==> src/cls_consts.svh <==
// Constants of the carrier loop and output statistics block.
`ifndef CLS_CONSTS_SVH
`define CLS_CONSTS_SVH
`define CLS_CLK_PER_SYM        2
`define CLS_INIT_SHORT_SYMS    16384
`define CLS_INIT_LONG_SYMS     32768
`define CLS_AFC_AVG_SHORT      16
`define CLS_AFC_AVG_LONG       64
`define CLS_AGC_PERIOD_SYMS    256
`define CLS_CMA_SHIFT_BASE     4'd10
`define CLS_DD_SHIFT_BASE      4'd13
`define CLS_CODE_IDLE          3'h0
`define CLS_CODE_INIT          3'h1
`define CLS_CODE_AFC           3'h2
`define CLS_CODE_SCAN          3'h3
`define CLS_CODE_CORNER        3'h4
`define CLS_CODE_DDPULL        3'h6
`define CLS_CODE_LOCK          3'h7
`define CLS_ADDR_STATUS        2'h0
`define CLS_ADDR_CLEAR         2'h1
`define CLS_ADDR_ENABLE        2'h2
`define CLS_IRQ_LOCK_GAIN      0
`define CLS_IRQ_LOCK_LOSS      1
`define CLS_IRQ_PULL_FAIL      2
`define CLS_IRQ_WIDTH          3
`define CLS_IRQ_RESET          3'h0
`endif

==> src/cls_pkg.sv <==
// Types of the carrier loop and output statistics block.
package cls_pkg;
   typedef enum logic [2:0] {
      CLS_IDLE, CLS_INIT, CLS_AFC, CLS_SCAN, CLS_CORNER, CLS_DDPULL, CLS_LOCK
   } cls_state_t;
   typedef enum logic [1:0] {
      CLS_BW_PULL_NARROW, CLS_BW_PULL_WIDE, CLS_BW_TRACK_NARROW, CLS_BW_TRACK_WIDE
   } cls_bw_t;
   typedef struct packed {
      logic initial_long;
      logic use_afc;
      logic afc_avg_long;
      logic pullin_wide;
      logic tracking_wide;
      logic [1:0] step_constmod;
      logic [1:0] step_decision;
   } cls_cfg_t;
   typedef struct packed {
      logic afc_calc;
      logic pull_ok;
      logic pull_fail;
      logic track_lost;
   } cls_ev_t;
   typedef struct packed {
      logic [1:0] addr;
      logic [7:0] wdata;
      logic       wr;
      logic       rd;
   } cls_bus_t;
endpackage

==> src/cls_carrier_loop.sv <==
// Carrier loop sequencer with received data output, error statistics and gain pulse.
// What this block does
// - One setting picks initial period length: 16384 or 32768 symbols.
// - Timing loop lock moves idle to initial, equalizer into constant modulus mode.
// - Frequency estimate by averaging only when the method bit is one.
// - Without averaging, each failed pull-in bumps the scan counter by one.
// - Averaging spans 16 computations, or 64 when its bit is one.
// - Pull-in bandwidth is 0.0015, or 0.003 when its bit is one.
// - Tracking bandwidth is 0.01, or 0.02 when its bit is one.
// - Constant modulus step is 1/1024 to 1/128 by two-bit setting.
// - Decision-directed step is 1/8192 to 1/1024 by two-bit setting.
// - Received bytes leave on eight bits with a valid flag.
// - Trellis error estimate is reported as a 16-bit count.
// - Corrected count is 32 bits on two 16-bit halves.
// - Gain pulse period is 256 symbols, width follows input level.
// - Three-bit state output refreshed each symbol with the fixed codes.
// - Restart returns to idle; acquisition waits for timing lock again.
// - Lock flag high while locked, refreshed every two clock cycles.
//
// The implementer's own choices: the register addresses and strobed register access.
`timescale 1ns/1ps
`include "cls_consts.svh"
`default_nettype none
module cls_carrier_loop #(
   parameter int INIT_SHORT_SYMS = `CLS_INIT_SHORT_SYMS,
   parameter int INIT_LONG_SYMS  = `CLS_INIT_LONG_SYMS,
   parameter int SCAN_WIDTH      = 8
) (
   input  wire logic              clk,
   input  wire logic              rst,
   input  wire logic              restart,
   input  wire logic              timing_loop_locked,
   input  wire cls_pkg::cls_cfg_t cfg,
   input  wire cls_pkg::cls_ev_t  ev,
   input  wire cls_pkg::cls_bus_t bus,
   input  wire logic [7:0]        rx_byte_in,
   input  wire logic              rx_byte_valid_in,
   input  wire logic              trellis_error,
   input  wire logic              rs_corr_valid,
   input  wire logic [7:0]        rs_corr_add,
   input  wire logic [7:0]        signal_level,
   output logic [7:0]             bus_rdata,
   output logic                   irq,
   output logic [2:0]             carrier_loop_state,
   output logic                   carrier_loop_locked,
   output logic                   eq_constmod,
   output logic [3:0]             eq_step_shift,
   output cls_pkg::cls_bw_t       loop_bw,
   output logic                   phase_error_hold,
   output logic [SCAN_WIDTH-1:0]  scan_offset,
   output logic [7:0]             rx_out_byte,
   output logic                   rx_out_valid,
   output logic [15:0]            trellis_error_estimate,
   output logic [15:0]            rs_corrected_count_hi,
   output logic [15:0]            rs_corrected_count_lo,
   output logic                   gain_control_pulse
);
   import cls_pkg::*;

   if (INIT_SHORT_SYMS < 1 || INIT_SHORT_SYMS > 65536 || INIT_LONG_SYMS < 1
       || INIT_LONG_SYMS > 65536 || SCAN_WIDTH < 1) begin
      $error("cls_carrier_loop: unsupported parameter values");
   end

   cls_state_t                   state;
   logic                         sym_phase;
   logic                         sym_tick;
   logic [16:0]                  init_cnt;
   logic [16:0]                  init_last;
   logic [6:0]                   avg_cnt;
   logic [6:0]                   avg_last;
   logic                         fail_path;
   logic [`CLS_IRQ_WIDTH-1:0]    ev_irq;
   logic [`CLS_IRQ_WIDTH-1:0]    status;
   logic [`CLS_IRQ_WIDTH-1:0]    enable;
   logic [`CLS_IRQ_WIDTH-1:0]    next_status;
   logic [31:0]                  rs_count;
   logic [31:0]                  next_rs_count;
   logic [7:0]                   agc_sym;
   logic [7:0]                   agc_level;
   logic [2:0]                   next_code;

   // Symbol rate strobe: one output symbol every two clock cycles.
   always_ff @(posedge clk) begin
      if (rst) begin
         sym_phase <= 1'b0;
      end else begin
         sym_phase <= ~sym_phase;
      end
   end
   assign sym_tick = sym_phase;

   assign init_last = cfg.initial_long ? 17'(INIT_LONG_SYMS - 1)
                                       : 17'(INIT_SHORT_SYMS - 1);
   assign avg_last  = cfg.afc_avg_long ? 7'(`CLS_AFC_AVG_LONG - 1)
                                       : 7'(`CLS_AFC_AVG_SHORT - 1);
   assign fail_path = ((state == CLS_CORNER || state == CLS_DDPULL) && ev.pull_fail)
                      || (state == CLS_LOCK && ev.track_lost);

   // Acquisition sequencer.
   always_ff @(posedge clk) begin
      if (rst || restart) begin
         state <= CLS_IDLE;
      end else begin
         unique case (state)
            CLS_IDLE: begin
               if (timing_loop_locked) begin
                  state <= CLS_INIT;
               end
            end
            CLS_INIT: begin
               if (sym_tick && init_cnt == init_last) begin
                  state <= cfg.use_afc ? CLS_AFC : CLS_SCAN;
               end
            end
            CLS_AFC: begin
               if (ev.afc_calc && avg_cnt == avg_last) begin
                  state <= CLS_CORNER;
               end
            end
            CLS_SCAN: begin
               if (sym_tick) begin
                  state <= CLS_CORNER;
               end
            end
            CLS_CORNER: begin
               if (ev.pull_ok) begin
                  state <= CLS_DDPULL;
               end else if (ev.pull_fail) begin
                  state <= cfg.use_afc ? CLS_AFC : CLS_SCAN;
               end
            end
            CLS_DDPULL: begin
               if (ev.pull_ok) begin
                  state <= CLS_LOCK;
               end else if (ev.pull_fail) begin
                  state <= cfg.use_afc ? CLS_AFC : CLS_SCAN;
               end
            end
            CLS_LOCK: begin
               if (ev.track_lost) begin
                  state <= cfg.use_afc ? CLS_AFC : CLS_SCAN;
               end
            end
         endcase
      end
   end

   // Initial period counter in symbols.
   always_ff @(posedge clk) begin
      if (rst || state != CLS_INIT) begin
         init_cnt <= 17'h0;
      end else if (sym_tick) begin
         init_cnt <= init_cnt + 17'h1;
      end
   end

   // Count of frequency computations averaged in the estimate period.
   always_ff @(posedge clk) begin
      if (rst || state != CLS_AFC) begin
         avg_cnt <= 7'h0;
      end else if (ev.afc_calc) begin
         avg_cnt <= avg_cnt + 7'h1;
      end
   end

   // Scan counter gives a new trial offset after every failed pull-in or loss of track, only when averaging is off.
   always_ff @(posedge clk) begin
      if (rst || restart) begin
         scan_offset <= '0;
      end else if (fail_path && !cfg.use_afc) begin
         scan_offset <= scan_offset + SCAN_WIDTH'(1);
      end
   end

   always_comb begin
      unique case (state)
         CLS_IDLE:   next_code = `CLS_CODE_IDLE;
         CLS_INIT:   next_code = `CLS_CODE_INIT;
         CLS_AFC:    next_code = `CLS_CODE_AFC;
         CLS_SCAN:   next_code = `CLS_CODE_SCAN;
         CLS_CORNER: next_code = `CLS_CODE_CORNER;
         CLS_DDPULL: next_code = `CLS_CODE_DDPULL;
         CLS_LOCK:   next_code = `CLS_CODE_LOCK;
         default:    next_code = `CLS_CODE_IDLE;
      endcase
   end

   // Status and lock flag refreshed once per output symbol.
   always_ff @(posedge clk) begin
      if (rst) begin
         carrier_loop_state  <= `CLS_CODE_IDLE;
         carrier_loop_locked <= 1'b0;
      end else if (sym_tick) begin
         carrier_loop_state  <= next_code;
         carrier_loop_locked <= (state == CLS_LOCK);
      end
   end

   // Equalizer mode, step size and loop bandwidth selection.
   always_ff @(posedge clk) begin
      if (rst) begin
         eq_constmod      <= 1'b0;
         eq_step_shift    <= `CLS_CMA_SHIFT_BASE;
         loop_bw          <= CLS_BW_PULL_NARROW;
         phase_error_hold <= 1'b1;
      end else begin
         eq_constmod      <= (state != CLS_IDLE && state != CLS_LOCK);
         phase_error_hold <= (state == CLS_IDLE || state == CLS_INIT);
         if (state == CLS_LOCK) begin
            eq_step_shift <= `CLS_DD_SHIFT_BASE - {2'b00, cfg.step_decision};
            loop_bw <= cfg.tracking_wide ? CLS_BW_TRACK_WIDE
                                         : CLS_BW_TRACK_NARROW;
         end else begin
            eq_step_shift <= `CLS_CMA_SHIFT_BASE - {2'b00, cfg.step_constmod};
            loop_bw <= cfg.pullin_wide ? CLS_BW_PULL_WIDE
                                       : CLS_BW_PULL_NARROW;
         end
      end
   end

   // Received byte output stage.
   always_ff @(posedge clk) begin
      if (rst) begin
         rx_out_byte  <= 8'h0;
         rx_out_valid <= 1'b0;
      end else begin
         rx_out_valid <= rx_byte_valid_in;
         if (rx_byte_valid_in) begin
            rx_out_byte <= rx_byte_in;
         end
      end
   end

   // Trellis error estimate saturates rather than wrapping.
   always_ff @(posedge clk) begin
      if (rst || restart) begin
         trellis_error_estimate <= 16'h0;
      end else if (trellis_error && trellis_error_estimate != 16'hffff) begin
         trellis_error_estimate <= trellis_error_estimate + 16'h1;
      end
   end

   assign next_rs_count = rs_corr_valid ? rs_count + {24'h0, rs_corr_add} : rs_count;

   // Corrected count and both output halves load from one sum in one cycle.
   always_ff @(posedge clk) begin
      if (rst || restart) begin
         rs_count              <= 32'h0;
         rs_corrected_count_hi <= 16'h0;
         rs_corrected_count_lo <= 16'h0;
      end else begin
         rs_count              <= next_rs_count;
         rs_corrected_count_hi <= next_rs_count[31:16];
         rs_corrected_count_lo <= next_rs_count[15:0];
      end
   end

   // Gain pulse: level latched at each period start, high while the symbol count is below it.
   always_ff @(posedge clk) begin
      if (rst) begin
         agc_sym           <= 8'h0;
         agc_level         <= 8'h0;
         gain_control_pulse <= 1'b0;
      end else begin
         if (sym_tick) begin
            agc_sym <= agc_sym + 8'h1;
            if (agc_sym == 8'(`CLS_AGC_PERIOD_SYMS - 1)) begin
               agc_level <= signal_level;
            end
         end
         gain_control_pulse <= (agc_sym < agc_level);
      end
   end

   // Interrupt events, sticky status, enable and clear.
   always_ff @(posedge clk) begin
      if (rst) begin
         ev_irq <= `CLS_IRQ_RESET;
      end else begin
         ev_irq[`CLS_IRQ_LOCK_GAIN] <= (state == CLS_DDPULL) && ev.pull_ok && !restart;
         ev_irq[`CLS_IRQ_LOCK_LOSS] <= (state == CLS_LOCK) && (ev.track_lost || restart);
         ev_irq[`CLS_IRQ_PULL_FAIL] <= fail_path && (state != CLS_LOCK);
      end
   end

   always_comb begin
      next_status = status;
      if (bus.wr && bus.addr == `CLS_ADDR_CLEAR) begin
         next_status = status & ~bus.wdata[`CLS_IRQ_WIDTH-1:0];
      end
      next_status = next_status | ev_irq;
   end

   always_ff @(posedge clk) begin
      if (rst) begin
         status <= `CLS_IRQ_RESET;
         enable <= `CLS_IRQ_RESET;
         irq    <= 1'b0;
      end else begin
         status <= next_status;
         if (bus.wr && bus.addr == `CLS_ADDR_ENABLE) begin
            enable <= bus.wdata[`CLS_IRQ_WIDTH-1:0];
         end
         irq <= |(next_status & ((bus.wr && bus.addr == `CLS_ADDR_ENABLE)
                               ? bus.wdata[`CLS_IRQ_WIDTH-1:0] : enable));
      end
   end

   // Register read port, data one cycle after the strobe.
   always_ff @(posedge clk) begin
      if (rst) begin
         bus_rdata <= 8'h0;
      end else if (bus.rd) begin
         unique case (bus.addr)
            `CLS_ADDR_STATUS: bus_rdata <= {5'h0, status};
            `CLS_ADDR_ENABLE: bus_rdata <= {5'h0, enable};
            default:          bus_rdata <= 8'h0;
         endcase
      end else begin
         bus_rdata <= 8'h0;
      end
   end
endmodule
`default_nettype wire

==> config.mk <==
export PLATFORM = sky130hd
export DESIGN_NAME = cls_carrier_loop
export DESIGN_NICKNAME = d
export VERILOG_FILES = /design/src/cls_pkg.sv /design/src/cls_carrier_loop.sv
export VERILOG_INCLUDE_DIRS = /design/src /design/src/src
export SDC_FILE = /design/constraint.sdc
export NUM_CORES = 1
export LEC_CHECK = 0
export BUFFER_PORTS_ARGS = -buffer_cell sky130_fd_sc_hd__buf_2
export CELL_PAD_IN_SITES_DETAIL_PLACEMENT = 1
export CELL_PAD_IN_SITES_GLOBAL_PLACEMENT = 1
export CORE_ASPECT_RATIO = 1.1
export CORE_UTILIZATION = 40
export DETAILED_ROUTE_END_ITERATION = 7
export PLACE_DENSITY = 0.8
export RECOVER_POWER = 25
export SETUP_SLACK_MARGIN = 0.05
export SLEW_MARGIN = 20
export SYNTH_ARGS = -nofsm -noshare
export SYNTH_HDL_FRONTEND = slang
export SYNTH_SLANG_ARGS = --single-unit
==> constraint.sdc <==
create_clock -name clk -period 3 [get_ports clk]
set_clock_uncertainty 0.2 [all_clocks]
set_input_delay 0.6 -clock clk [delete_from_list [all_inputs] [get_ports clk]]
set_output_delay 0.6 -clock clk [all_outputs]
set_load 0.02 [all_outputs]
* Word level (Yosys, flattened, before mapping) *
Index checks and enable logic that the tools add are counted.

storage, ports and cells
  register bits = 172
  input bits = 56
  output and inout port bits = 87
  word-level logic and storage cells = 110

cells by class
  add/sub/neg operators = 8
  $lt $le $gt $ge = 1
  eq/ne operators = 20
  mux-type cells = 21
  bitwise gates (word level) = 6
  reduce and logical (&&, ||, !) cells = 29

operators by type and width
  kind                                                                    number
  32-bit by 8-bit adder with 32-bit output                                1
  32-bit two-way mux                                                      1
  3-bit two-way mux                                                       10
  3-bit one-hot mux with 7 select lines                                   1
  3-bit one-hot mux with 6 select lines                                   1
  17-bit by 1-bit adder with 17-bit output (second input constant)        1
  17-bit by 15-bit equality test with 1-bit output                        1
  16-bit by 1-bit adder with 16-bit output (second input constant)        1
  8-bit by 1-bit adder with 8-bit output (second input constant)          2
  16-bit != test (second input constant)                                  1
  15-bit two-way mux                                                      1
  1-bit logical AND                                                       13
  2-bit != test (second input constant)                                   5
  3-bit equality test (second input constant)                             3
  8-bit equality test (second input constant)                             1
  8-bit < comparator                                                      1
  7-bit by 1-bit adder with 7-bit output (second input constant)          1
  7-bit by 6-bit equality test with 1-bit output                          1
  1-bit logical OR                                                        7
  3-bit AND                                                               2
  3-bit by 2-bit equality test with 1-bit output (second input constant)  2
  6-bit two-way mux                                                       1
  3-bit one-hot mux with 2 select lines                                   1
  5-bit AND reduction                                                     1
  other kinds (21)                                                        25

* Longest topological paths before layout *
Gate-level depths: netlist (run 1).

  word-level depth = 6
  depth in mapped cells = 10
  depth with buffers taken out = 9

* Worst setup path after synthesis (run 1) *
Ideal clock, no wire load.

  path kind = input-to-reg
  start = input port rs_corr_add[0]
  end = register rs_corrected_count_hi[4]
  library setup time = 128 ps
  arrival time = 2444 ps
  data required time = 2672 ps
  path slack = 229 ps
  stages = 10
  path buffers = 1
  path through = ha_1 > inv_1 > fa_1 > nor2b_1 > o21a_1 > o21ai_0 > buf_2 > a2111oi_0 > xnor2_1 > nor2_1

on the way
  cells in the longest elaborated chain, start to end = 2

ends and longest elaborated chain
  what                                      RTL line                 RTL
  start: declaration                        cls_carrier_loop.sv:40   input wire logic [7:0] rs_corr_add,
  32-bit by 8-bit adder with 32-bit output  cls_carrier_loop.sv:244  assign next_rs_count = rs_corr_valid ? rs_count + {24'h0, rs_corr_add} : rs_count;
  32-bit two-way mux                        cls_carrier_loop.sv:244
  end signal: assignment                    cls_carrier_loop.sv:254  rs_corrected_count_hi <= next_rs_count[31:16];
  end: declaration                          cls_carrier_loop.sv:54   output logic [15:0] rs_corrected_count_hi,

No other way between the ends.
A chain may end at the register's enable or synchronous reset.

* Worst setup path in the final report (run 1) *
  start = register sym_phase
  end = register agc_level[1]

on the way
  cells in the longest elaborated chain, start to end = 1

ends and longest elaborated chain
  what                           RTL line                 RTL
  start: declaration             cls_carrier_loop.sv:66   logic sym_phase;
  start signal: assignment       cls_carrier_loop.sv:88   sym_phase <= ~sym_phase;
  2-bit AND reduction (no line)  --
  end signal: assignment         cls_carrier_loop.sv:269  agc_level <= signal_level;
  end: declaration               cls_carrier_loop.sv:80   logic [7:0] agc_level;

No other way between the ends.

==> results.sh, run 1 <==
export IMPL_critical_path_arrival_ps=2780
export IMPL_hold_buffers=0
export IMPL_final_setup_tns_ps=0
export IMPL_vias_per_cell=5.27
export IMPL_path_class="reg2reg"
export IMPL_seq_area_frac_synth=0.437
export IMPL_chipHeight_um=132
export IMPL_worst_max_slew_pin_slew_ps=1190
export IMPL_syn_instance_count=697
export IMPL_timing_critical_path_required_ps=3100
export IMPL_placementRows=47
export IMPL_status="finished clean"
export IMPL_power_density_nw_per_um2=575
export IMPL_nets=906
export IMPL_post_cts_resize_count=0
export IMPL_netlist_top_cells_count="sky130_fd_sc_hd__dfxtp_1, sky130_fd_sc_hd__nor2_1, sky130_fd_sc_hd__nand2_1"
export IMPL_dp_cells=1005
export IMPL_clock_sink_count=135
export IMPL_cts_buffers=17
export IMPL_fp_dieW_um=121
export IMPL_placedInstanceArea_um2=7040
export IMPL_cts_root_buf="sky130_fd_sc_hd__clkbuf_16"
export IMPL_synth_yosys_warnings=0
export IMPL_crit_path_start_kind="flop"
export IMPL_regToRegEndpoint="agc_level[1]"
export IMPL_grt_pass1_vias=5814
export IMPL_multiInputGateArea_um2=3260
export IMPL_period_minus_slack_ps=2680
export IMPL_synthesis_area_per_instance_um2=8.88
export IMPL_stdcell_count=1037
export IMPL_gp_congestion=0.823
export IMPL_number_of_max_slew_violations_in_the_final_report=0
export IMPL_start_util=0.411
export IMPL_detailedRoute_firstPassIterationCount=4
export IMPL_hp_start="cfg[1]"
export IMPL_timing_final_setup_violations=0
export IMPL_register_clock_pin_slew_on_the_reported_worst_setup_and_hold_paths_ps=60
export IMPL_hold_path_class="in2reg"
export IMPL_synth_cell_area_um2=6190
export IMPL_netlist_top_cell_by_area="sky130_fd_sc_hd__dfxtp_1"
export IMPL_detailedRoute_firstIterationViolations=234
export IMPL_final_cycle_share=0.893
export IMPL_cts_setup_buffers=0
export IMPL_ys_seq_elements=135
export IMPL_gr_usage_all_layers=0.219
export IMPL_power_leakage_nw=3.04
export IMPL_postRouteAntennaNets=0
export IMPL_finalHoldViolations=0
export IMPL_dp_final_hpwl_um=12000
export IMPL_via_total_after_detailed_routing=5467
export IMPL_maxClockFrequency_mhz=373
export IMPL_h_tree_depth=4
export IMPL_grt_pass1_wl_um=27800
export IMPL_endpoint_of_the_worst_hold_path="eq_step_shift[2]"
export IMPL_tritoncts_clock_tree="yes"
export IMPL_yosysMostFrequentCell="sky130_fd_sc_hd__dfxtp_1"
export IMPL_max_cap_violations=0
export IMPL_filler_cells=1810
export IMPL_drt_total_wl_um=16600
export IMPL_synth_cell_type_count=59
export IMPL_pin_count_of_the_biggest_net_entering_global_routing=33
export IMPL_pin_count=143
export IMPL_worstSkewPairLatency_ps=420
export IMPL_port_buffers=132
export IMPL_seq_area_um2=2700
export IMPL_detail_route_wl_per_cell_um=16.0
export IMPL_r2r_start="sym_phase"
export IMPL_fraction_of_final_layout_cells_sized_beyond_drive_strength_1=0.200
export IMPL_cts_root_to_sink_buffers=2
export IMPL_largest_voltage_drop_on_the_vdd_net_mv=0.322
export IMPL_rsz0062_at_grt="no"
export IMPL_drcViolationCount=0
export IMPL_synth_async_sr_flop_share=0
export IMPL_die_footprint_um2=16000
export IMPL_timing_hold_worst_path_depth=2
export IMPL_relSlewSlack=0.207
export IMPL_synth_top_cell_area_share=0.437
export IMPL_synth_top_cells_by_area="sky130_fd_sc_hd__dfxtp_1, sky130_fd_sc_hd__nor2_1, sky130_fd_sc_hd__mux2i_1"
export IMPL_synth_ff_type="sky130_fd_sc_hd__dfxtp_1"
export IMPL_timing_critical_path_fanout_max=19
export IMPL_setup_worst_path_end_class="flop"
export IMPL_worst_r2r_path_depth=6
export IMPL_synth_edf_count=0
export IMPL_floorplan_core_area_um2=15100
export IMPL_global_route_overflow_total=0
export IMPL_cell_area_after_layout_um2=7650
export IMPL_grt_antenna_before_repair=0
export IMPL_reg_to_reg_slack_setup_ps=320
export IMPL_area_growth_syn_to_layout_pct=23.6
export IMPL_count_of_antenna_diodes_in_the_layout=0
-- placed cells by master (no fill, tap or decap), drive strengths merged, types with 8 or more instances in the layout --
cell type / count
a2111oi: 8
ha: 21
nand3: 26
xor2: 31
o21ai: 20
nand2b: 9
nor2b: 8
clkbuf: 42
nand4: 17
mux2i: 33
nor2: 116
inv: 26
buf: 121
a21oi: 32
a211oi: 9
nand2: 45
or3: 20
nor3: 11
and3: 9
dfxtp: 135
xnor2: 34
-- power by group --
part	switching, mW	internal [mW]	total, mW
sequential	0.0213	1.82	1.84
combinational	0.174	0.109	0.283
clock	0.794	1.48	2.27
-- metrics by stage --
| step | util | hold slack [ps] | power, mW | worst slack (ps) |
|---|---|---|---|---|
| 3_3_place_gp | 0.467 | 248 | 2.16 | 126 |
| 3_5_place_dp | 0.467 | 265 | 2.17 | 32.0 |
| 2_1_floorplan | - | 224 | 2.07 | 229 |
| 6_report | 0.508 | 202 | 4.40 | 321 |
| 5_1_grt | 0.508 | 179 | 4.55 | 99.6 |
| 4_1_cts | 0.510 | 183 | 4.45 | 344 |
-- logic make-up (layout without fill, tap and decap cells) --
group           Yosys count  count (layout)  synth area share
compound gates           96              96             0.106
other cells               1               5          0.000606
mux                      34              34            0.0552
buf+inv                  58             198            0.0396
xor+xnor                 65              65            0.0920
simple gates            286             286             0.224
flops                   135             135             0.437
fa+ha+maj                22              22            0.0457
-- cell type report --
cell class,count,share of cell area
Clock buffer,21,0.0628
Clock inverter,11,0.0219
Inverter,24,0.0118
Multi-Input combinational cell,508,0.426
Sequential cell,135,0.353
Tap cell,196,0.0321
Timing Repair Buffer,142,0.0919
-- layer usage --
metal  up-vias  GRT usage  share of wire
met5         -          0              0
met3        25     0.0595          0.041
met4         0     0.0796          0.018
li1       2661          -              -
met2       112      0.406           0.53
met1      2669      0.235           0.41
-- sequential cells by signal, indices dropped and copies added, names as in the netlist, 3 cells and up --
signal,flops
agc_level,8
agc_sym,8
avg_cnt,7
bus_rdata,3
carrier_loop_state,3
enable,3
eq_step_shift,4
ev_irq,3
init_cnt,17
rs_corrected_count_hi,16
rs_corrected_count_lo,15
rx_out_byte,8
scan_offset,8
state,3
status,3
trellis_error_estimate,16
-- worst max path at each step --
stage                             startpoint                       end  slack (ps)  cells after the start
floorplan                     rs_corr_add[0]  rs_corrected_count_hi[4]         230                     10
global placement              rs_corr_add[0]  rs_corrected_count_hi[4]         130                     11
detailed placement            rs_corr_add[0]  rs_corrected_count_hi[6]          30                     11
CTS                 rs_corrected_count_lo[0]  rs_corrected_count_hi[6]         340                     10
global route        rs_corrected_count_lo[0]  rs_corrected_count_hi[6]         100                     10
finish                             sym_phase              agc_level[1]         320                      6
-- critical path, stage by stage, from the launching register on --
cell and delay [ps]:
sky130_fd_sc_hd__dfxtp_1 340, sky130_fd_sc_hd__clkbuf_1 710, sky130_fd_sc_hd__nand3_1 150, sky130_fd_sc_hd__nor2_1 230, sky130_fd_sc_hd__and3_1 520, sky130_fd_sc_hd__mux2i_1 330
sky130_fd_sc_hd__nor2_1 70
No activity file was read; power rests on OpenSTA's default activity.
==> run 2: changes to the inputs <==
--- a/config.mk
+++ b/config.mk
@@ -6,13 +6,14 @@
 export SDC_FILE = /design/constraint.sdc
 export NUM_CORES = 1
 export LEC_CHECK = 0
+export ABC_AREA = 1
 export BUFFER_PORTS_ARGS = -buffer_cell sky130_fd_sc_hd__buf_2
 export CELL_PAD_IN_SITES_DETAIL_PLACEMENT = 1
 export CELL_PAD_IN_SITES_GLOBAL_PLACEMENT = 1
 export CORE_ASPECT_RATIO = 1.1
-export CORE_UTILIZATION = 40
+export CORE_UTILIZATION = 39
 export DETAILED_ROUTE_END_ITERATION = 7
-export PLACE_DENSITY = 0.8
+export PLACE_DENSITY = 0.81
 export RECOVER_POWER = 25
 export SETUP_SLACK_MARGIN = 0.05
 export SLEW_MARGIN = 20
==> run 2 against run 1 <==
Global-route usage is 0.30 points higher. Fmax is 13% higher. Via count up 21%. Sequential cell count did not move. Worst hold slack worse by 16 ps. Final area increased by 6.5%. Non-clock buffer count is 5 lower. Largest power group unchanged. Clock-buffer cell count is 4 lower. Combinational power is 6% higher.
==> results.sh, run 2 <==
export IMPL_synth_cell_type_count=48
export IMPL_synth_cell_area_um2=6760
export IMPL_dp_final_hpwl_um=13800
export IMPL_hold_buffers=0
export IMPL_synthesis_area_per_instance_um2=7.10
export IMPL_register_containing_the_most_flip_flops_in_the_final_layout="init_cnt"
export IMPL_fraction_of_final_layout_cells_sized_beyond_drive_strength_1=0.175
export IMPL_floorplan_core_area_um2=17000
export IMPL_cts_setup_buffers=0
export IMPL_r2r_start="rs_corrected_count_lo[0]"
export IMPL_largest_register_ffs=17
export IMPL_synth_top_cell_area_share=0.400
export IMPL_finalHoldViolations=0
export IMPL_timing_critical_path_required_ps=3150
export IMPL_max_cap_violations=0
export IMPL_h_tree_depth=4
export IMPL_synth_async_sr_flop_share=0
export IMPL_final_cycle_share=0.791
export IMPL_netlist_top_cells_count="sky130_fd_sc_hd__nand2_1, sky130_fd_sc_hd__dfxtp_1, sky130_fd_sc_hd__nor2_1"
export IMPL_ys_seq_elements=135
export IMPL_drt_total_wl_um=18700
export IMPL_timing_critical_path_fanout_max=8
export IMPL_seq_area_um2=2700
export IMPL_placementRows=50
export IMPL_nets=1166
export IMPL_netlist_top_cell_by_area="sky130_fd_sc_hd__dfxtp_1"
export IMPL_worst_r2r_path_depth=14
export IMPL_worstSkewPairLatency_ps=420
export IMPL_max_stage_delay_ps=400
export IMPL_largest_voltage_drop_on_the_vdd_net_mv=0.401
export IMPL_relSlewSlack=0.369
export IMPL_rsz0062_at_grt="no"
export IMPL_period_minus_slack_ps=2370
export IMPL_maxClockFrequency_mhz=421
export IMPL_register_clock_pin_slew_on_the_reported_worst_setup_and_hold_paths_ps=60
export IMPL_syn_instance_count=952
export IMPL_timing_final_setup_violations=0
export IMPL_stdcell_count=1335
export IMPL_vias_per_cell=4.96
export IMPL_post_cts_resize_count=0
export IMPL_layout_common_cells="sky130_fd_sc_hd__nand2_1, sky130_fd_sc_hd__nor2_1, sky130_fd_sc_hd__dfxtp_1"
export IMPL_area_growth_syn_to_layout_pct=20.6
export IMPL_final_core_utilization=0.479
export IMPL_pin_count=143
export IMPL_cp_startpoint="rs_corrected_count_lo[0]"
export IMPL_gp_congestion=0.804
export IMPL_power_leakage_nw=3.43
export IMPL_synth_ff_type="sky130_fd_sc_hd__dfxtp_1"
export IMPL_synth_yosys_warnings=0
export IMPL_chipHeight_um=140
export IMPL_grt_antenna_before_repair=1
export IMPL_power_density_nw_per_um2=516
export IMPL_count_of_antenna_diodes_in_the_layout=0
export IMPL_synth_edf_count=0
export IMPL_detail_route_wl_per_cell_um=14.0
export IMPL_detailedRoute_firstPassIterationCount=4
export IMPL_tritoncts_clock_tree="yes"
export IMPL_reg_largest_list="init_cnt (17), rs_corrected_count_hi (16), trellis_error_estimate (16)"
export IMPL_fp_dieW_um=128
export IMPL_critical_path_slowest_cell="sky130_fd_sc_hd__fa_1"
export IMPL_critPathCapture="rs_corrected_count_hi[2]"
export IMPL_critical_path_cell_chain="ha_1 > inv_1 > fa_1 > inv_1 > nand3_1 > nand2_1 > nand2_2 > nand2_2 > nand2_2 > nor2_2 > nand2_1 > nand2_1 > nand2_1 > nor2_1"
export IMPL_synth_top_cells_by_area="sky130_fd_sc_hd__dfxtp_1, sky130_fd_sc_hd__nand2_1, sky130_fd_sc_hd__nor2_1"
export IMPL_worst_path_most_repeated_cell="sky130_fd_sc_hd__nand2_1"
export IMPL_dp_cells=1303
export IMPL_placedInstanceArea_um2=7600
export IMPL_critical_path_arrival_ps=2520
export IMPL_number_of_max_slew_violations_in_the_final_report=0
export IMPL_layout_commonest_cell="sky130_fd_sc_hd__nand2_1"
export IMPL_regToRegEndpoint="rs_corrected_count_hi[2]"
export IMPL_filler_cells=2253
export IMPL_detailedRoute_firstIterationViolations=279
export IMPL_multiInputGateArea_um2=3470
export IMPL_worst_max_slew_pin_slew_ps=946
export IMPL_die_footprint_um2=17900
export IMPL_cell_area_after_layout_um2=8150
export IMPL_pin_count_of_the_biggest_net_entering_global_routing=35
export IMPL_setup_worst_path_end_class="flop"
export IMPL_cts_root_buf="sky130_fd_sc_hd__clkbuf_16"
export IMPL_port_buffers=132
export IMPL_clock_sink_count=135
export IMPL_path_class="reg2reg"
export IMPL_grt_pass1_wl_um=31800
export IMPL_hold_path_class="in2reg"
export IMPL_status="finished clean"
export IMPL_reg_to_reg_slack_setup_ps=630
export IMPL_crit_path_start_kind="flop"
export IMPL_start_util=0.397
export IMPL_postRouteAntennaNets=0
export IMPL_global_route_overflow_total=0
export IMPL_drcViolationCount=0
export IMPL_final_setup_tns_ps=0
export IMPL_cts_buffers=17
export IMPL_cts_root_to_sink_buffers=2
export IMPL_seq_area_frac_synth=0.400
export IMPL_grt_pass1_vias=6711
export IMPL_yosysMostFrequentCell="sky130_fd_sc_hd__nand2_1"
export IMPL_via_total_after_detailed_routing=6619
export IMPL_gr_usage_all_layers=0.222
-- run 2: changes by cell type in the layout (fill, tap and decap cells not counted), moves of 9 or more --
cell                       previous run  this run
sky130_fd_sc_hd__xnor2_1             34         8
sky130_fd_sc_hd__nor2_1             116       137
sky130_fd_sc_hd__o21ai_0             20        57
sky130_fd_sc_hd__xor2_1              31        16
sky130_fd_sc_hd__inv_1               24       106
sky130_fd_sc_hd__nand2b_1             9         0
sky130_fd_sc_hd__a21oi_1             32        75
sky130_fd_sc_hd__nand3_1             26        53
sky130_fd_sc_hd__mux2i_1             33         1
sky130_fd_sc_hd__or3_1               20         0
sky130_fd_sc_hd__nor3_1              11        22
sky130_fd_sc_hd__nand2_1             45       200
-- run 2: critical path, delay by kind of cell (launching register included) --
| kind | cells | cell delay (ps) |
|---|---|---|
| DFF | 1 | 360 |
| and+or+nand+nor | 10 | 990 |
| buffers and inverters | 2 | 140 |
| adders and majority gates | 2 | 600 |
-- run 2: metal layers --
layer / share of wire / global-route usage
met3: 0.038 / 0.0546
met4: 0.015 / 0.0708
met5: 0.00048 / 0
met1: 0.44 / 0.262
met2: 0.50 / 0.394
-- run 2: through the flow --
step | total power [mW] | hold slack (ps) | worst slack, ps
after CTS | 4.26 | 165 | 622
after global routing | 4.39 | 162 | 449
final | 4.21 | 186 | 627
after global placement | 2.18 | 234 | 398
after floorplan | 2.09 | 221 | 700
after detailed placement | 2.19 | 244 | 315
-- run 2: final cells by class --
type                            instances  area share
Clock inverter                         15      0.0192
Sequential cell                       135       0.332
Multi-Input combinational cell        683       0.426
Timing Repair Buffer                  137      0.0827
Clock buffer                           17      0.0522
Tap cell                              234      0.0359
Inverter                              114      0.0526
-- run 2: kinds of logic (layout without fill, tap and decap cells) --
group / count (synthesis) / count (layout) / share of synthesized area
compound gates: 154 / 154 / 0.121
xor+xnor: 24 / 24 / 0.0311
fa+ha+maj: 22 / 22 / 0.0418
buf+inv: 138 / 283 / 0.0872
flops: 135 / 135 / 0.400
mux: 1 / 1 / 0.00148
other cells: 1 / 5 / 0.000555
simple gates: 477 / 477 / 0.317
-- run 2: worst min-delay path by stage --
stage                     slack, ps                to          from  cells after the start
after floorplan                 220      init_cnt[13]  init_cnt[13]                      2
after global placement          230      init_cnt[13]  init_cnt[13]                      2
after detailed placement        240      init_cnt[13]  init_cnt[13]                      2
after CTS                       170  eq_step_shift[0]        cfg[0]                      2
after global routing            160  eq_step_shift[0]        cfg[0]                      2
final                           190  eq_step_shift[0]        cfg[0]                      2
-- run 2: report_power, final --
part           internal [mW]  switching, mW  leakage [nW]  total (mW)
Combinational         0.0993          0.199          2.06       0.299
Clock                   1.22          0.837         0.271        2.06
Sequential              1.82         0.0269          1.09        1.85
